File: src/sps_pkg.sv
// sps_pkg: constants, register map and field layouts of the serial port.
// assumes: one 250 MHz core clock; registers reached over APB, one word each.
package sps_pkg;

  // ==========================================================
  // register byte offsets
  localparam logic [11:0] SPS_OFF_BUF = 12'h000;
  localparam logic [11:0] SPS_OFF_CTRL = 12'h004;
  localparam logic [11:0] SPS_OFF_STATE = 12'h008;
  localparam logic [11:0] SPS_OFF_PINDIR = 12'h00C;
  localparam logic [11:0] SPS_OFF_EVENT = 12'h010;

  // ==========================================================
  // field positions
  localparam int SPS_STATE_SMP = 7;
  localparam int SPS_STATE_CKE = 6;
  localparam int SPS_STATE_BF = 0;
  localparam int SPS_PIN_SDO_IN = 0;
  localparam int SPS_PIN_SCK_IN = 1;
  localparam int SPS_EVT_FLAG = 0;

  // ==========================================================
  // reset values
  localparam logic [7:0] SPS_CTRL_RST = 8'h00;
  localparam logic [7:0] SPS_STATE_RST = 8'h00;
  localparam logic [1:0] SPS_PINDIR_RST = 2'h3;

  // ==========================================================
  // mode field codes
  localparam logic [3:0] SPS_MODE_DIV4 = 4'h0;
  localparam logic [3:0] SPS_MODE_DIV16 = 4'h1;
  localparam logic [3:0] SPS_MODE_DIV64 = 4'h2;
  localparam logic [3:0] SPS_MODE_TMR = 4'h3;
  localparam logic [3:0] SPS_MODE_SLV_SS = 4'h4;
  localparam logic [3:0] SPS_MODE_SLV = 4'h5;

  // ==========================================================
  // timing: core cycles per half serial clock period, and pin synchroniser stage count
  localparam logic [5:0] SPS_HALF_DIV4 = 6'h02;
  localparam logic [5:0] SPS_HALF_DIV16 = 6'h08;
  localparam logic [5:0] SPS_HALF_DIV64 = 6'h20;
  localparam int SPS_SYNC_STAGES = 3;

  // control register layout, bit 7 first
  typedef struct packed {
    logic write_collision_flag;
    logic ovf;
    logic en;
    logic clock_idle_polarity;
    logic [3:0] mode;
  } sps_ctrl_s;

  // synchronised pin levels
  typedef struct packed {
    logic sck;
    logic sdi;
    logic ss_n;
  } sps_pins_s;

endpackage : sps_pkg

File: src/sps_port.sv
// sps_port: spi master/slave port with buffer, control and state registers.
// assumes: apb master on core_clk; pins resolved outside from the enables.
//
// The placing of the registers and the APB register port are this design's own decisions.
`timescale 1ns/10ps
module sps_port
  import sps_pkg::*;
#(
  parameter int DATA_W = 8
)
(
  // clock and reset
  input wire logic core_clk,
  input wire logic nrst,
  // apb slave
  input wire logic psel,
  input wire logic penable,
  input wire logic pwrite,
  input wire logic [11:0] paddr,
  input wire logic [31:0] pwdata,
  input wire logic [3:0] pstrb,
  output logic [31:0] prdata,
  output logic pready,
  output logic pslverr,
  // serial pins
  input wire logic sck_i,
  output logic sck_o,
  output logic sck_oe,
  input wire logic sdi_i,
  output logic sdo_o,
  output logic sdo_oe,
  input wire logic ss_n_i,
  // system
  input wire logic timer_two_output,
  input wire logic sleep_halt,
  output logic port_interrupt_flag
);

  if (DATA_W < 2 || DATA_W > 8)
  begin : g_chk
    $error("sps_port: DATA_W must be 2..8");
  end

  localparam logic [5:0] LAST = 6'(2 * DATA_W - 1);
  localparam logic [4:0] CNT_LAST = 5'(DATA_W - 1);

  function automatic logic [5:0] half_count(input logic [3:0] m);
    case (m)
      SPS_MODE_DIV16: half_count = SPS_HALF_DIV16;
      SPS_MODE_DIV64: half_count = SPS_HALF_DIV64;
      default: half_count = SPS_HALF_DIV4;
    endcase
  endfunction : half_count

  // ==========================================================
  // registers
  sps_ctrl_s ctrl_r;
  logic smp_r, cke_r, bf_r, flag_r;
  logic [1:0] pindir_r;
  logic [DATA_W-1:0] buf_r, tx_r, rx_r;
  logic run_r, sck_r, sdo_r, sck_lvl_r;
  logic [5:0] half_r, div_r;
  logic [4:0] cnt_r;
  logic [31:0] prdata_r;
  sps_pins_s pins;

  // ==========================================================
  // pin synchronisers
  sps_pin_sync #(.W(3), .RST_VAL(3'h1)) sps_pin_sync_inst (
    .core_clk(core_clk),
    .nrst(nrst),
    .pin_in({sck_i, sdi_i, ss_n_i}),
    .level_out(pins)
  );

  // ==========================================================
  // mode decode
  wire en = ctrl_r.en;
  wire is_master = en && (ctrl_r.mode <= SPS_MODE_TMR);
  wire is_timer = ctrl_r.mode == SPS_MODE_TMR;
  wire is_slave = en && (ctrl_r.mode == SPS_MODE_SLV_SS || ctrl_r.mode == SPS_MODE_SLV);
  wire ss_mode = ctrl_r.mode == SPS_MODE_SLV_SS;
  wire ss_hi = ss_mode && pins.ss_n;
  wire sdo_in = pindir_r[SPS_PIN_SDO_IN];
  wire busy = run_r || (cnt_r != 5'h00);

  // ==========================================================
  // apb decode; zero wait states, read data captured in setup
  wire setup = psel && !penable;
  wire access = psel && penable;
  wire hit_buf = paddr == SPS_OFF_BUF;
  wire hit_ctrl = paddr == SPS_OFF_CTRL;
  wire hit_state = paddr == SPS_OFF_STATE;
  wire hit_pin = paddr == SPS_OFF_PINDIR;
  wire hit_evt = paddr == SPS_OFF_EVENT;
  wire hit_any = hit_buf || hit_ctrl || hit_state || hit_pin || hit_evt;
  wire wr = access && pwrite && pstrb[0];
  wire rd = access && !pwrite;
  wire wr_buf = wr && hit_buf;
  wire rd_buf = rd && hit_buf;
  wire load = wr_buf && en && !busy && !ss_hi;
  wire collide = wr_buf && en && busy;
  wire [DATA_W-1:0] wdat = pwdata[DATA_W-1:0];

  assign pready = 1'b1;
  assign pslverr = access && !hit_any;
  assign prdata = prdata_r;

  wire [7:0] state_rd = {smp_r, cke_r, 5'h00, bf_r};
  wire [31:0] rd_mux = hit_buf ? 32'(buf_r) :
                       hit_ctrl ? {24'h000000, ctrl_r} :
                       hit_state ? {24'h000000, state_rd} :
                       hit_pin ? {30'h00000000, pindir_r} :
                       hit_evt ? {31'h00000000, flag_r} : 32'h00000000;

  // ==========================================================
  // master clock engine
  wire div_hit = div_r == half_count(ctrl_r.mode) - 6'h01;
  wire m_tick = run_r && !sleep_halt && (is_timer ? timer_two_output : div_hit);
  wire m_cap = smp_r ? (cke_r ? half_r[0] : (!half_r[0] && half_r != 6'h00) || half_r == LAST)
                     : (cke_r ? !half_r[0] : half_r[0]);
  wire m_drv = cke_r ? (half_r[0] && half_r != LAST) : !half_r[0];
  wire m_done = m_tick && half_r == LAST;

  // ==========================================================
  // slave edge detect on filtered clock
  wire s_go = is_slave && !ss_hi;
  wire s_edge = s_go && (pins.sck != sck_lvl_r);
  wire s_lead = s_edge && (pins.sck != ctrl_r.clock_idle_polarity);
  wire s_trail = s_edge && (pins.sck == ctrl_r.clock_idle_polarity);
  wire s_cap = cke_r ? s_lead : s_trail;
  wire s_drv = cke_r ? s_trail : s_lead;
  wire s_done = s_cap && cnt_r == CNT_LAST;

  // ==========================================================
  // shared shifters
  wire do_cap = (m_tick && m_cap) || s_cap;
  wire do_drv = (m_tick && m_drv) || s_drv;
  wire [DATA_W-1:0] rx_nxt = do_cap ? {rx_r[DATA_W-2:0], pins.sdi} : rx_r;
  wire byte_done = m_done || s_done;
  wire ovf_set = s_done && bf_r && !rd_buf;
  wire take = byte_done && !ovf_set;

  // pins; select release follows the filtered level
  assign sck_o = sck_r;
  assign sck_oe = is_master && !pindir_r[SPS_PIN_SCK_IN];
  assign sdo_o = sdo_r;
  assign sdo_oe = (is_master || s_go) && !sdo_in;
  assign port_interrupt_flag = flag_r;

  always_ff @(posedge core_clk or negedge nrst)
  begin
    if (!nrst)
      prdata_r <= 32'h00000000;
    else if (setup)
      prdata_r <= rd_mux;
  end

  // control, state and direction registers; hardware set wins over clear
  always_ff @(posedge core_clk or negedge nrst)
  begin
    if (!nrst)
    begin
      ctrl_r <= SPS_CTRL_RST;
      smp_r <= SPS_STATE_RST[SPS_STATE_SMP];
      cke_r <= SPS_STATE_RST[SPS_STATE_CKE];
      pindir_r <= SPS_PINDIR_RST;
    end
    else
    begin
      if (wr && hit_ctrl)
      begin
        ctrl_r.en <= pwdata[5];
        ctrl_r.clock_idle_polarity <= pwdata[4];
        ctrl_r.mode <= pwdata[3:0];
        ctrl_r.write_collision_flag <= (ctrl_r.write_collision_flag && pwdata[7]) || collide;
        ctrl_r.ovf <= (ctrl_r.ovf && pwdata[6]) || ovf_set;
      end
      else
      begin
        ctrl_r.write_collision_flag <= ctrl_r.write_collision_flag || collide;
        ctrl_r.ovf <= ctrl_r.ovf || ovf_set;
      end
      if (wr && hit_state)
      begin
        smp_r <= pwdata[SPS_STATE_SMP];
        cke_r <= pwdata[SPS_STATE_CKE];
      end
      if (wr && hit_pin)
        pindir_r <= pwdata[1:0];
    end
  end

  // buffer, full and event flags
  always_ff @(posedge core_clk or negedge nrst)
  begin
    if (!nrst)
    begin
      buf_r <= '0;
      bf_r <= 1'b0;
      flag_r <= 1'b0;
    end
    else
    begin
      if (load)
        buf_r <= wdat;
      else if (take)
        buf_r <= rx_nxt;
      bf_r <= take || (bf_r && !rd_buf);
      flag_r <= byte_done || (flag_r && !(wr && hit_evt && pwdata[SPS_EVT_FLAG]));
    end
  end

  // master sequencer; a sleeping clock freezes every count
  always_ff @(posedge core_clk or negedge nrst)
  begin
    if (!nrst)
    begin
      run_r <= 1'b0;
      half_r <= 6'h00;
      div_r <= 6'h00;
      sck_r <= 1'b0;
    end
    else if (!is_master)
    begin
      run_r <= 1'b0;
      half_r <= 6'h00;
      div_r <= 6'h00;
      sck_r <= (wr && hit_ctrl) ? pwdata[4] : ctrl_r.clock_idle_polarity;
    end
    else if (load || (!run_r && sdo_in))
    begin
      run_r <= 1'b1;
      half_r <= 6'h00;
      div_r <= 6'h00;
      sck_r <= ctrl_r.clock_idle_polarity;
    end
    else if (m_tick)
    begin
      sck_r <= !sck_r;
      half_r <= half_r + 6'h01;
      div_r <= 6'h00;
      if (m_done)
        run_r <= 1'b0;
    end
    else if (run_r && !sleep_halt && !is_timer)
      div_r <= div_r + 6'h01;
    else if (!run_r)
      sck_r <= ctrl_r.clock_idle_polarity;
  end

  // shifters and slave bit counter
  always_ff @(posedge core_clk or negedge nrst)
  begin
    if (!nrst)
    begin
      tx_r <= '0;
      rx_r <= '0;
      sdo_r <= 1'b0;
      cnt_r <= 5'h00;
      sck_lvl_r <= 1'b0;
    end
    else
    begin
      sck_lvl_r <= pins.sck;
      rx_r <= rx_nxt;
      if (load)
      begin
        sdo_r <= wdat[DATA_W-1];
        tx_r <= cke_r ? {wdat[DATA_W-2:0], 1'b0} : wdat;
      end
      else if (do_drv)
      begin
        sdo_r <= tx_r[DATA_W-1];
        tx_r <= {tx_r[DATA_W-2:0], 1'b0};
      end
      if (!is_slave || ss_hi)
        cnt_r <= 5'h00;
      else if (s_done)
        cnt_r <= 5'h00;
      else if (s_cap)
        cnt_r <= cnt_r + 5'h01;
    end
  end
endmodule : sps_port

File: src/sps_pin_sync.sv
// sps_pin_sync: three-stage synchroniser with agreement filter for pins.
// assumes: inputs are asynchronous to core_clk.
`timescale 1ns/10ps
module sps_pin_sync
  import sps_pkg::*;
#(
  parameter int W = 3,
  parameter logic [W-1:0] RST_VAL = '0
)
(
  // clock and reset
  input wire logic core_clk,
  input wire logic nrst,
  // pins and filtered levels
  input wire logic [W-1:0] pin_in,
  output logic [W-1:0] level_out
);

  logic [W-1:0] s1_r;
  logic [W-1:0] s2_r;
  logic [W-1:0] s3_r;

  // a change counts only once stages two and three agree
  always_ff @(posedge core_clk or negedge nrst)
  begin
    if (!nrst)
    begin
      s1_r <= RST_VAL;
      s2_r <= RST_VAL;
      s3_r <= RST_VAL;
      level_out <= RST_VAL;
    end
    else
    begin
      s1_r <= pin_in;
      s2_r <= s1_r;
      s3_r <= s2_r;
      for (int i = 0; i < W; i++)
      begin
        if (s2_r[i] == s3_r[i])
          level_out[i] <= s3_r[i];
      end
    end
  end

endmodule : sps_pin_sync

File: config.mk
export PLATFORM = sky130hd
export DESIGN_NAME = sps_port
export DESIGN_NICKNAME = d
export VERILOG_FILES = /design/src/sps_pkg.sv /design/src/sps_port.sv /design/src/sps_pin_sync.sv
export SDC_FILE = /design/constraint.sdc
export NUM_CORES = 1
export LEC_CHECK = 0
export ABC_AREA = 1
export BUFFER_PORTS_ARGS = -buffer_cell sky130_fd_sc_hd__buf_4
export CAP_MARGIN = 20
export CORE_MARGIN = 1.5
export CORE_UTILIZATION = 49
export DETAILED_ROUTE_END_ITERATION = 10
export HOLD_SLACK_MARGIN = 0.15
export PLACE_DENSITY_LB_ADDON = 0.15
export SYNTH_ARGS = -nofsm -noshare
export SYNTH_HDL_FRONTEND = slang
export SYNTH_HIERARCHICAL = 1
export SYNTH_SLANG_ARGS = --single-unit
File: constraint.sdc
create_clock -name core_clk -period 1.71 [get_ports core_clk]
set_clock_uncertainty 0.2 [all_clocks]
set_input_delay 0.0855 -clock core_clk [delete_from_list [all_inputs] [get_ports core_clk]]
set_output_delay 0.0855 -clock core_clk [all_outputs]
set_load 0.05 [all_outputs]
# After elaboration in Yosys (flattened, before gate mapping)
# Cells that the tools add are included.
[word_totals] ff_bits=103 inputBits=58 out_inout_bits=39 word_cells=184
[classes] add_sub_neg=4 magnitude_cmp=1 n_eq_ne=24 n_mux=42 n_reduce_logical=86
[op_table] operator="$mux W8" count=9
[op_table] operator="$logic_and A1 B1 Y1" count=43
[op_table] operator="$mux W6" count=7
[op_table] operator="$eq A12 B4 Y1 const B" count=2
[op_table] operator="$mux W1" count=20
[op_table] operator="$logic_or A1 B1 Y1" count=19
[op_table] operator="$logic_not A1 Y1" count=16
[op_table] operator="$mux W5" count=3
[op_table] operator="$add A6 B1 Y6 const B" count=2
[op_table] operator="$eq A12 B3 Y1 const B" count=1
[op_table] operator="$eq A12 B5 Y1 const B" count=1
[op_table] operator="$logic_not A12 Y1" count=1
[op_table] operator="$pmux W6 S2" count=1
[op_table] operator="$eq A4 B2 Y1 const B" count=2
[op_table] operator="$eq A4 B3 Y1 const B" count=2
[op_table] operator="$eq A6 B4 Y1 const B" count=1
[op_table] operator="$eq A6 B6 Y1" count=1
[op_table] operator="$ne A3 B1 Y1 const B" count=2
[op_table] operator="$ne A6 B4 Y1 const B" count=1
[op_table] operator="$reduce_bool A6 Y1" count=1
[op_table] operator="$sub A6 B1 Y6 const B" count=1
[op_table] operator="$add A5 B1 Y5 const B" count=1
[op_table] operator="$eq A5 B3 Y1 const B" count=1
[op_table] operator="$reduce_bool A5 Y1" count=1
[op_table] operator="11 further kinds" count=18

# Longest topological paths before layout
[depth] word_depth=14 mapped_depth=14 depth_no_buf=14

# Cells and area by module
# Netlist, hierarchy kept.
[by_module_without_submodules] mod="sps_port" n_inst=1 cells_per_inst=528 area_per_inst_um2=3967.6 seq_area_each_um2=1679.1
[by_module_without_submodules] mod="sps_pin_sync" n_inst=1 cells_per_inst=24 area_per_inst_um2=354.1 seq_area_each_um2=305.3

# Worst setup path before layout
# No wires, ideal clock.
[synth_timing] path_type="register -> output" start="register ctrl_r[1] in the netlist's numbering" end="output port sdo_oe" t_arrival_ps=1633 t_required_ps=1424 slack_ps=-208 path_stages_with_launch=6 path_buffers=0 path_cell_list="dfrtp_1 -> inv_1 -> nand3_1 -> nor2_2 -> inv_1 -> a21oi_1"
[synth_between] elab_chain_cells=6 elab_cells_between_ends=11 classes_between="order compare (1); eq/ne (2); reduce/logical (8)"
[synth_lines] element="from (decl)" line="sps_port.sv:57" source="sps_ctrl_s ctrl_r;"
[synth_lines] element="branches (longest 4 deep; another with $le A4 B2 Y1)"
[synth_lines] element="$logic_or A1 B1 Y1 *" line="sps_port.sv:148" source="assign sdo_oe = (is_master || s_go) && !sdo_in;"
[synth_lines] element="$logic_and A1 B1 Y1 *" line="sps_port.sv:148"
[synth_lines] element="to (decl)" line="sps_port.sv:31" source="output logic sdo_oe,"
# Mark *: on every way between the ends.

# Final worst setup path
[layout_timing] start="register ctrl_r[0] in the netlist's numbering" end="register tx_r[6]"
[layout_between] elab_chain_cells=9 elab_cells_between_ends=24 classes_between="add/sub (1); eq/ne (6); mux (4); reduce/logical (13)"
[layout_lines] element="$eq A4 B2 Y1, or another cell as far along" line="sps_port.sv:48" source="case (m)"
[layout_lines] element="$pmux W6 S2, or another cell as far along" line="sps_port.sv:48"
[layout_lines] element="$sub A6 B1 Y6, or another cell as far along" line="sps_port.sv:118" source="wire div_hit = div_r == half_count(ctrl_r.mode) - 6'h01;"
[layout_lines] element="$eq A6 B6 Y1 or $logic_and A1 B1 Y1 (tied branches)" line="sps_port.sv:118, sps_port.sv:127"
[layout_lines] element="$mux W1 or $logic_and A1 B1 Y1 (tied branches)" line="sps_port.sv:119, sps_port.sv:128"
[layout_lines] element="$logic_and A1 B1 Y1 (on tied branches)" line="sps_port.sv:119, sps_port.sv:129, sps_port.sv:130"
[layout_lines] element="$logic_and A1 B1 Y1 or $mux W1 (tied branches)" line="sps_port.sv:138, sps_port.sv:132"
[layout_lines] element="$logic_or A1 B1 Y1" line="sps_port.sv:138" source="wire do_drv = (m_tick && m_drv) || s_drv;"
[layout_lines] element="$reduce_bool A2 Y1 (no source line)"
[layout_lines] element="to (signal assigned)" line="sps_port.sv:270" source="tx_r <= cke_r ? {wdat[DATA_W-2:0], 1'b0} : wdat;"
[layout_lines] element="to (signal assigned)" line="sps_port.sv:275" source="tx_r <= {tx_r[DATA_W-2:0], 1'b0};"
[layout_lines] element="to (decl)" line="sps_port.sv:60" source="logic [DATA_W-1:0] buf_r, tx_r, rx_r;"
# Several ways; a longest one is shown, not always the timed one.
# A chain may end at the register's enable or synchronous reset.

==> flow_metrics.tcl <==
set metrics [dict create \
    cp-start-kind "flop" \
    relSlewSlack_pct 65.0 \
    drt_iter0_drc 278 \
    vias 4469 \
    slowest_stage "dfrtp_2" \
    totalWireLength_um 13200 \
    synthSimpleGateAreaFrac_pct 30.0 \
    totalPowerFinal_mw 3.87 \
    antenna_found_initial 0 \
    cts-root-buf "clkbuf_8" \
    seqPwrFrac_pct 49.5 \
    diodes 0 \
    drcViolationCount 0 \
    hold_ws_ns -0.0622 \
    syn_inst 552 \
    max-vdd-ir-drop_mv 0.465 \
    finalMaxSlewViolations 0 \
    die_h_um 96.9 \
    rsz0062_at_grt "true" \
    io_pins 97 \
    fmaxAchievable_mhz 481 \
    portBuffers 44 \
    grt.overflow.total 0 \
    syn_to_final_growth_pct 51.9 \
    max_stage_delay_ns 0.46 \
    layout-drive-gt1-share_pct 42.5 \
    cp.required_ns 1.81 \
    synth.distinct_cells 37 \
    yosysSeqAreaShare_pct 45.9 \
    core_area_sq_mm 0.00864 \
    synthMuxAreaShare_pct 0 \
    fin_crit_ns 2.08 \
    synth_fa_ha_area_share_pct 1.45 \
    hp-class "in2reg" \
    p_switching_mw 1.01 \
    path_cells "inv_2, nand3_2, nand2_2, inv_2, nor2_4, nand2_2, o21ai_4, nand2_2, clkinv_4, nand3_4, nand3_4, nand3_2, nand2_1" \
    h-tree-depth 3 \
    die_w_um 96.9 \
    dp_cells 777 \
    crit_buf_inv 3 \
    cp_top_family "simple AND/OR/NAND/NOR gates" \
    arrival_ns 2.18 \
    setup_slack_ns -0.368 \
    start_util_pct 50.0 \
    finalWeightedCongestion 0.939 \
    dp_hpwl_um 8200 \
    switching_share_pct 26.2 \
    ant_nets 0 \
    final_cell_mix "buf_4 (123), nand2_1 (110), dfrtp_1 (69), inv_1 (56), nor2_1 (39)" \
    setup_viol 49 \
    synthXorXnorAreaFrac_pct 1.82 \
    clock_latency_ns 0.35 \
    synth_top_family_by_area "simple AND/OR/NAND/NOR gates" \
    yosysWarnings 6 \
    grt_pass1_wl_um 20100 \
    grt_pass1_vias 4192 \
    synth_area_sq_mm 0.00432 \
    final_cells 842 \
    yosys_register_bits 79 \
    clock_sinks 79 \
    internal_power_mw 2.86 \
    grtUsageMet1_pct 35.6 \
    fin_crit_sh_pct 122 \
    avgRoutedWirePerCell_um 15.7 \
    worst_pin_slew_ns 0.525 \
    grtUsageMet3_pct 4.26 \
    numCtsBuffers 9 \
    maxCapViolations 0 \
    nNetsFinal 792 \
    pwr-share-clk_pct 40.0 \
    grt.total_usage_pct 26.6 \
    syn_area_per_cell_sq_um 7.83 \
    fill_cells 614 \
    layout_commonest_cell "buf_4" \
    cts_tree "built" \
    grt_max_degree 35 \
    vias_per_cell 5.31 \
    dieArea_sq_mm 0.00939 \
    dp_slack_ns -0.354 \
    cts.path.max_buffers 2 \
    end_kind "flop" \
    violations "hold timing, setup timing" \
    power.share.combinational_pct 10.5 \
    gr-max-usage-layer "met2" \
    critPathMaxFanout 5 \
    synth_compound_area_share_pct 9.00 \
    critical_path_class "reg2reg" \
    power-per-cell-area_mw_per_mm2 589 \
    dr.pass1.iters 5 \
    finalHoldViolCount 1 \
    cpMostUsedCell "nand2_2" \
    met2_usage_pct 44.9 \
    p_leak_nw 3.13 \
    row_count 34 \
    clk_pin_slew_ns 0.09 \
    outcome "finished with violations" \
]
## worst paths after layout
path | to | cells past startpoint | startpoint | slack, ns
hold / removal | div_r[1] | 4 | sleep_halt | -0.06
setup / recovery | tx_r[6] | 13 | ctrl_r[0] | -0.37
max in group asynchronous | sps_pin_sync_inst/s2_r[0] | 4 | nrst | 0.09
hold reg to reg | sps_pin_sync_inst/s2_r[0] | 0 | sps_pin_sync_inst/s1_r[0] | 0.16
setup reg to reg | tx_r[6] | 13 | ctrl_r[0] | -0.37
min in group asynchronous | prdata[1] | 3 | nrst | 0.56
## through the flow
stage	utilization [%]	TNS (ns)	cell area, sq um	hold WS, ns
2_1_floorplan	-	-2.28	4500	-0.410
3_3_place_gp	62.0	-6.56	5360	-0.140
3_5_place_dp	62.0	-10.51	5360	-0.130
4_1_cts	71.9	-10.43	6210	-0.109
5_1_grt	76.0	-17.48	6570	-0.0561
6_report	76.0	-13.04	6570	-0.0622
## routing by layer
| metal | up-vias | wire, um |
|---|---|---|
| li1 | 2093 | - |
| met2 | 169 | 6660 |
| met4 | 0 | 380 |
| met5 | - | 0 |
| met1 | 2175 | 5430 |
| met3 | 32 | 763 |
## power by group through the flow
stage	Sequential, mW	Combinational, mW	Clock, mW
after floorplan	1.97	0.224	0
after global placement	1.95	0.359	0
after detailed placement	1.95	0.362	0
after CTS	1.91	0.396	1.56
after global routing	1.92	0.436	1.66
final	1.91	0.407	1.55
## worst register-to-register path: stages, from the launching register on
cell and delay, ns:
dfrtp_2 0.46, inv_2 0.08, nand3_2 0.06, nand2_2 0.08, inv_2 0.05, nor2_4 0.10
nand2_2 0.07, o21ai_4 0.24, nand2_2 0.13, clkinv_4 0.10, nand3_4 0.14, nand3_4 0.18
nand3_2 0.09, nand2_1 0.06
## synthesized netlist by cell type
cell type  count  area (sq um)
o21ai_1        3          15.0
o221ai_1       2          17.5
o21ai_0       28           140
nand3b_1       2          15.0
conb_1         2          7.51
xnor2_1        1          8.76
buf_6          1          11.3
nand2_2        6          37.5
nand3_2        2          20.0
buf_2          1          5.00
xor2_1         8          70.1
nor4_1         2          12.5
o22ai_1        4          25.0
nand3_4        2          35.0
nand3_1       43           215
ha_1           5          62.6
or2_2          8          50.1
buf_4         26           195
o211ai_1       9          67.6
nand2_4        1          11.3
nor3b_2        1          12.5
nor2_1        53           199
nor3_1         9          45.0
nand2_1      135           507
a221oi_1       1          8.76
clkinv_2       1          5.00
inv_1         68           255
nor2_2         7          43.8
dfrtp_1       73          1830
a22o_1         1          8.76
dfstp_2        6           158
inv_2          4          15.0
clkbuf_1       4          15.0
nand4_1       15          93.8
a21oi_1       13          65.1
o21ai_2        3          26.3
o21a_1         2          15.0
## repair_timing
action                                 CTS  global route
endpoints found under the hold margin  131             8
setup endpoints to repair               48            64
resized for setup                       73            80
pin swaps                               17            37
hold buffers                            21             1
gates cloned                             4             2
setup buffers                           15            11
## registers in the layout (all words and copies together), names as in the netlist, 3 cells and up
name,count
rx_r,8
tx_r,8
cnt_r,5
sps_pin_sync_inst/level_out,3
ctrl_r,7
sps_pin_sync_inst/s1_r,3
prdata,8
sps_pin_sync_inst/s3_r,3
div_r,6
sps_pin_sync_inst/s2_r,3
half_r,6
buf_r,8
## cell families (layout without fill, tap and decap cells)
kind of cell    Yosys count  after routing
xor+xnor                  9              9
buf+inv                 105            258
flops                    79             79
simple gates            286            292
other cells               2             25
fa+ha+maj                 5              5
compound gates           66             66
## area by class of cell
type	instances	area, sq um	share of cell area, %
multi-input combinational	397	2500	38.1
clock buffer	11	131	2.00
timing repair buffer	169	1440	21.9
tap	108	135	2.06
clock inverter	5	83.8	1.28
sequential	79	1990	30.3
inverter	73	287	4.36
(Power assumes the default switching activity.)
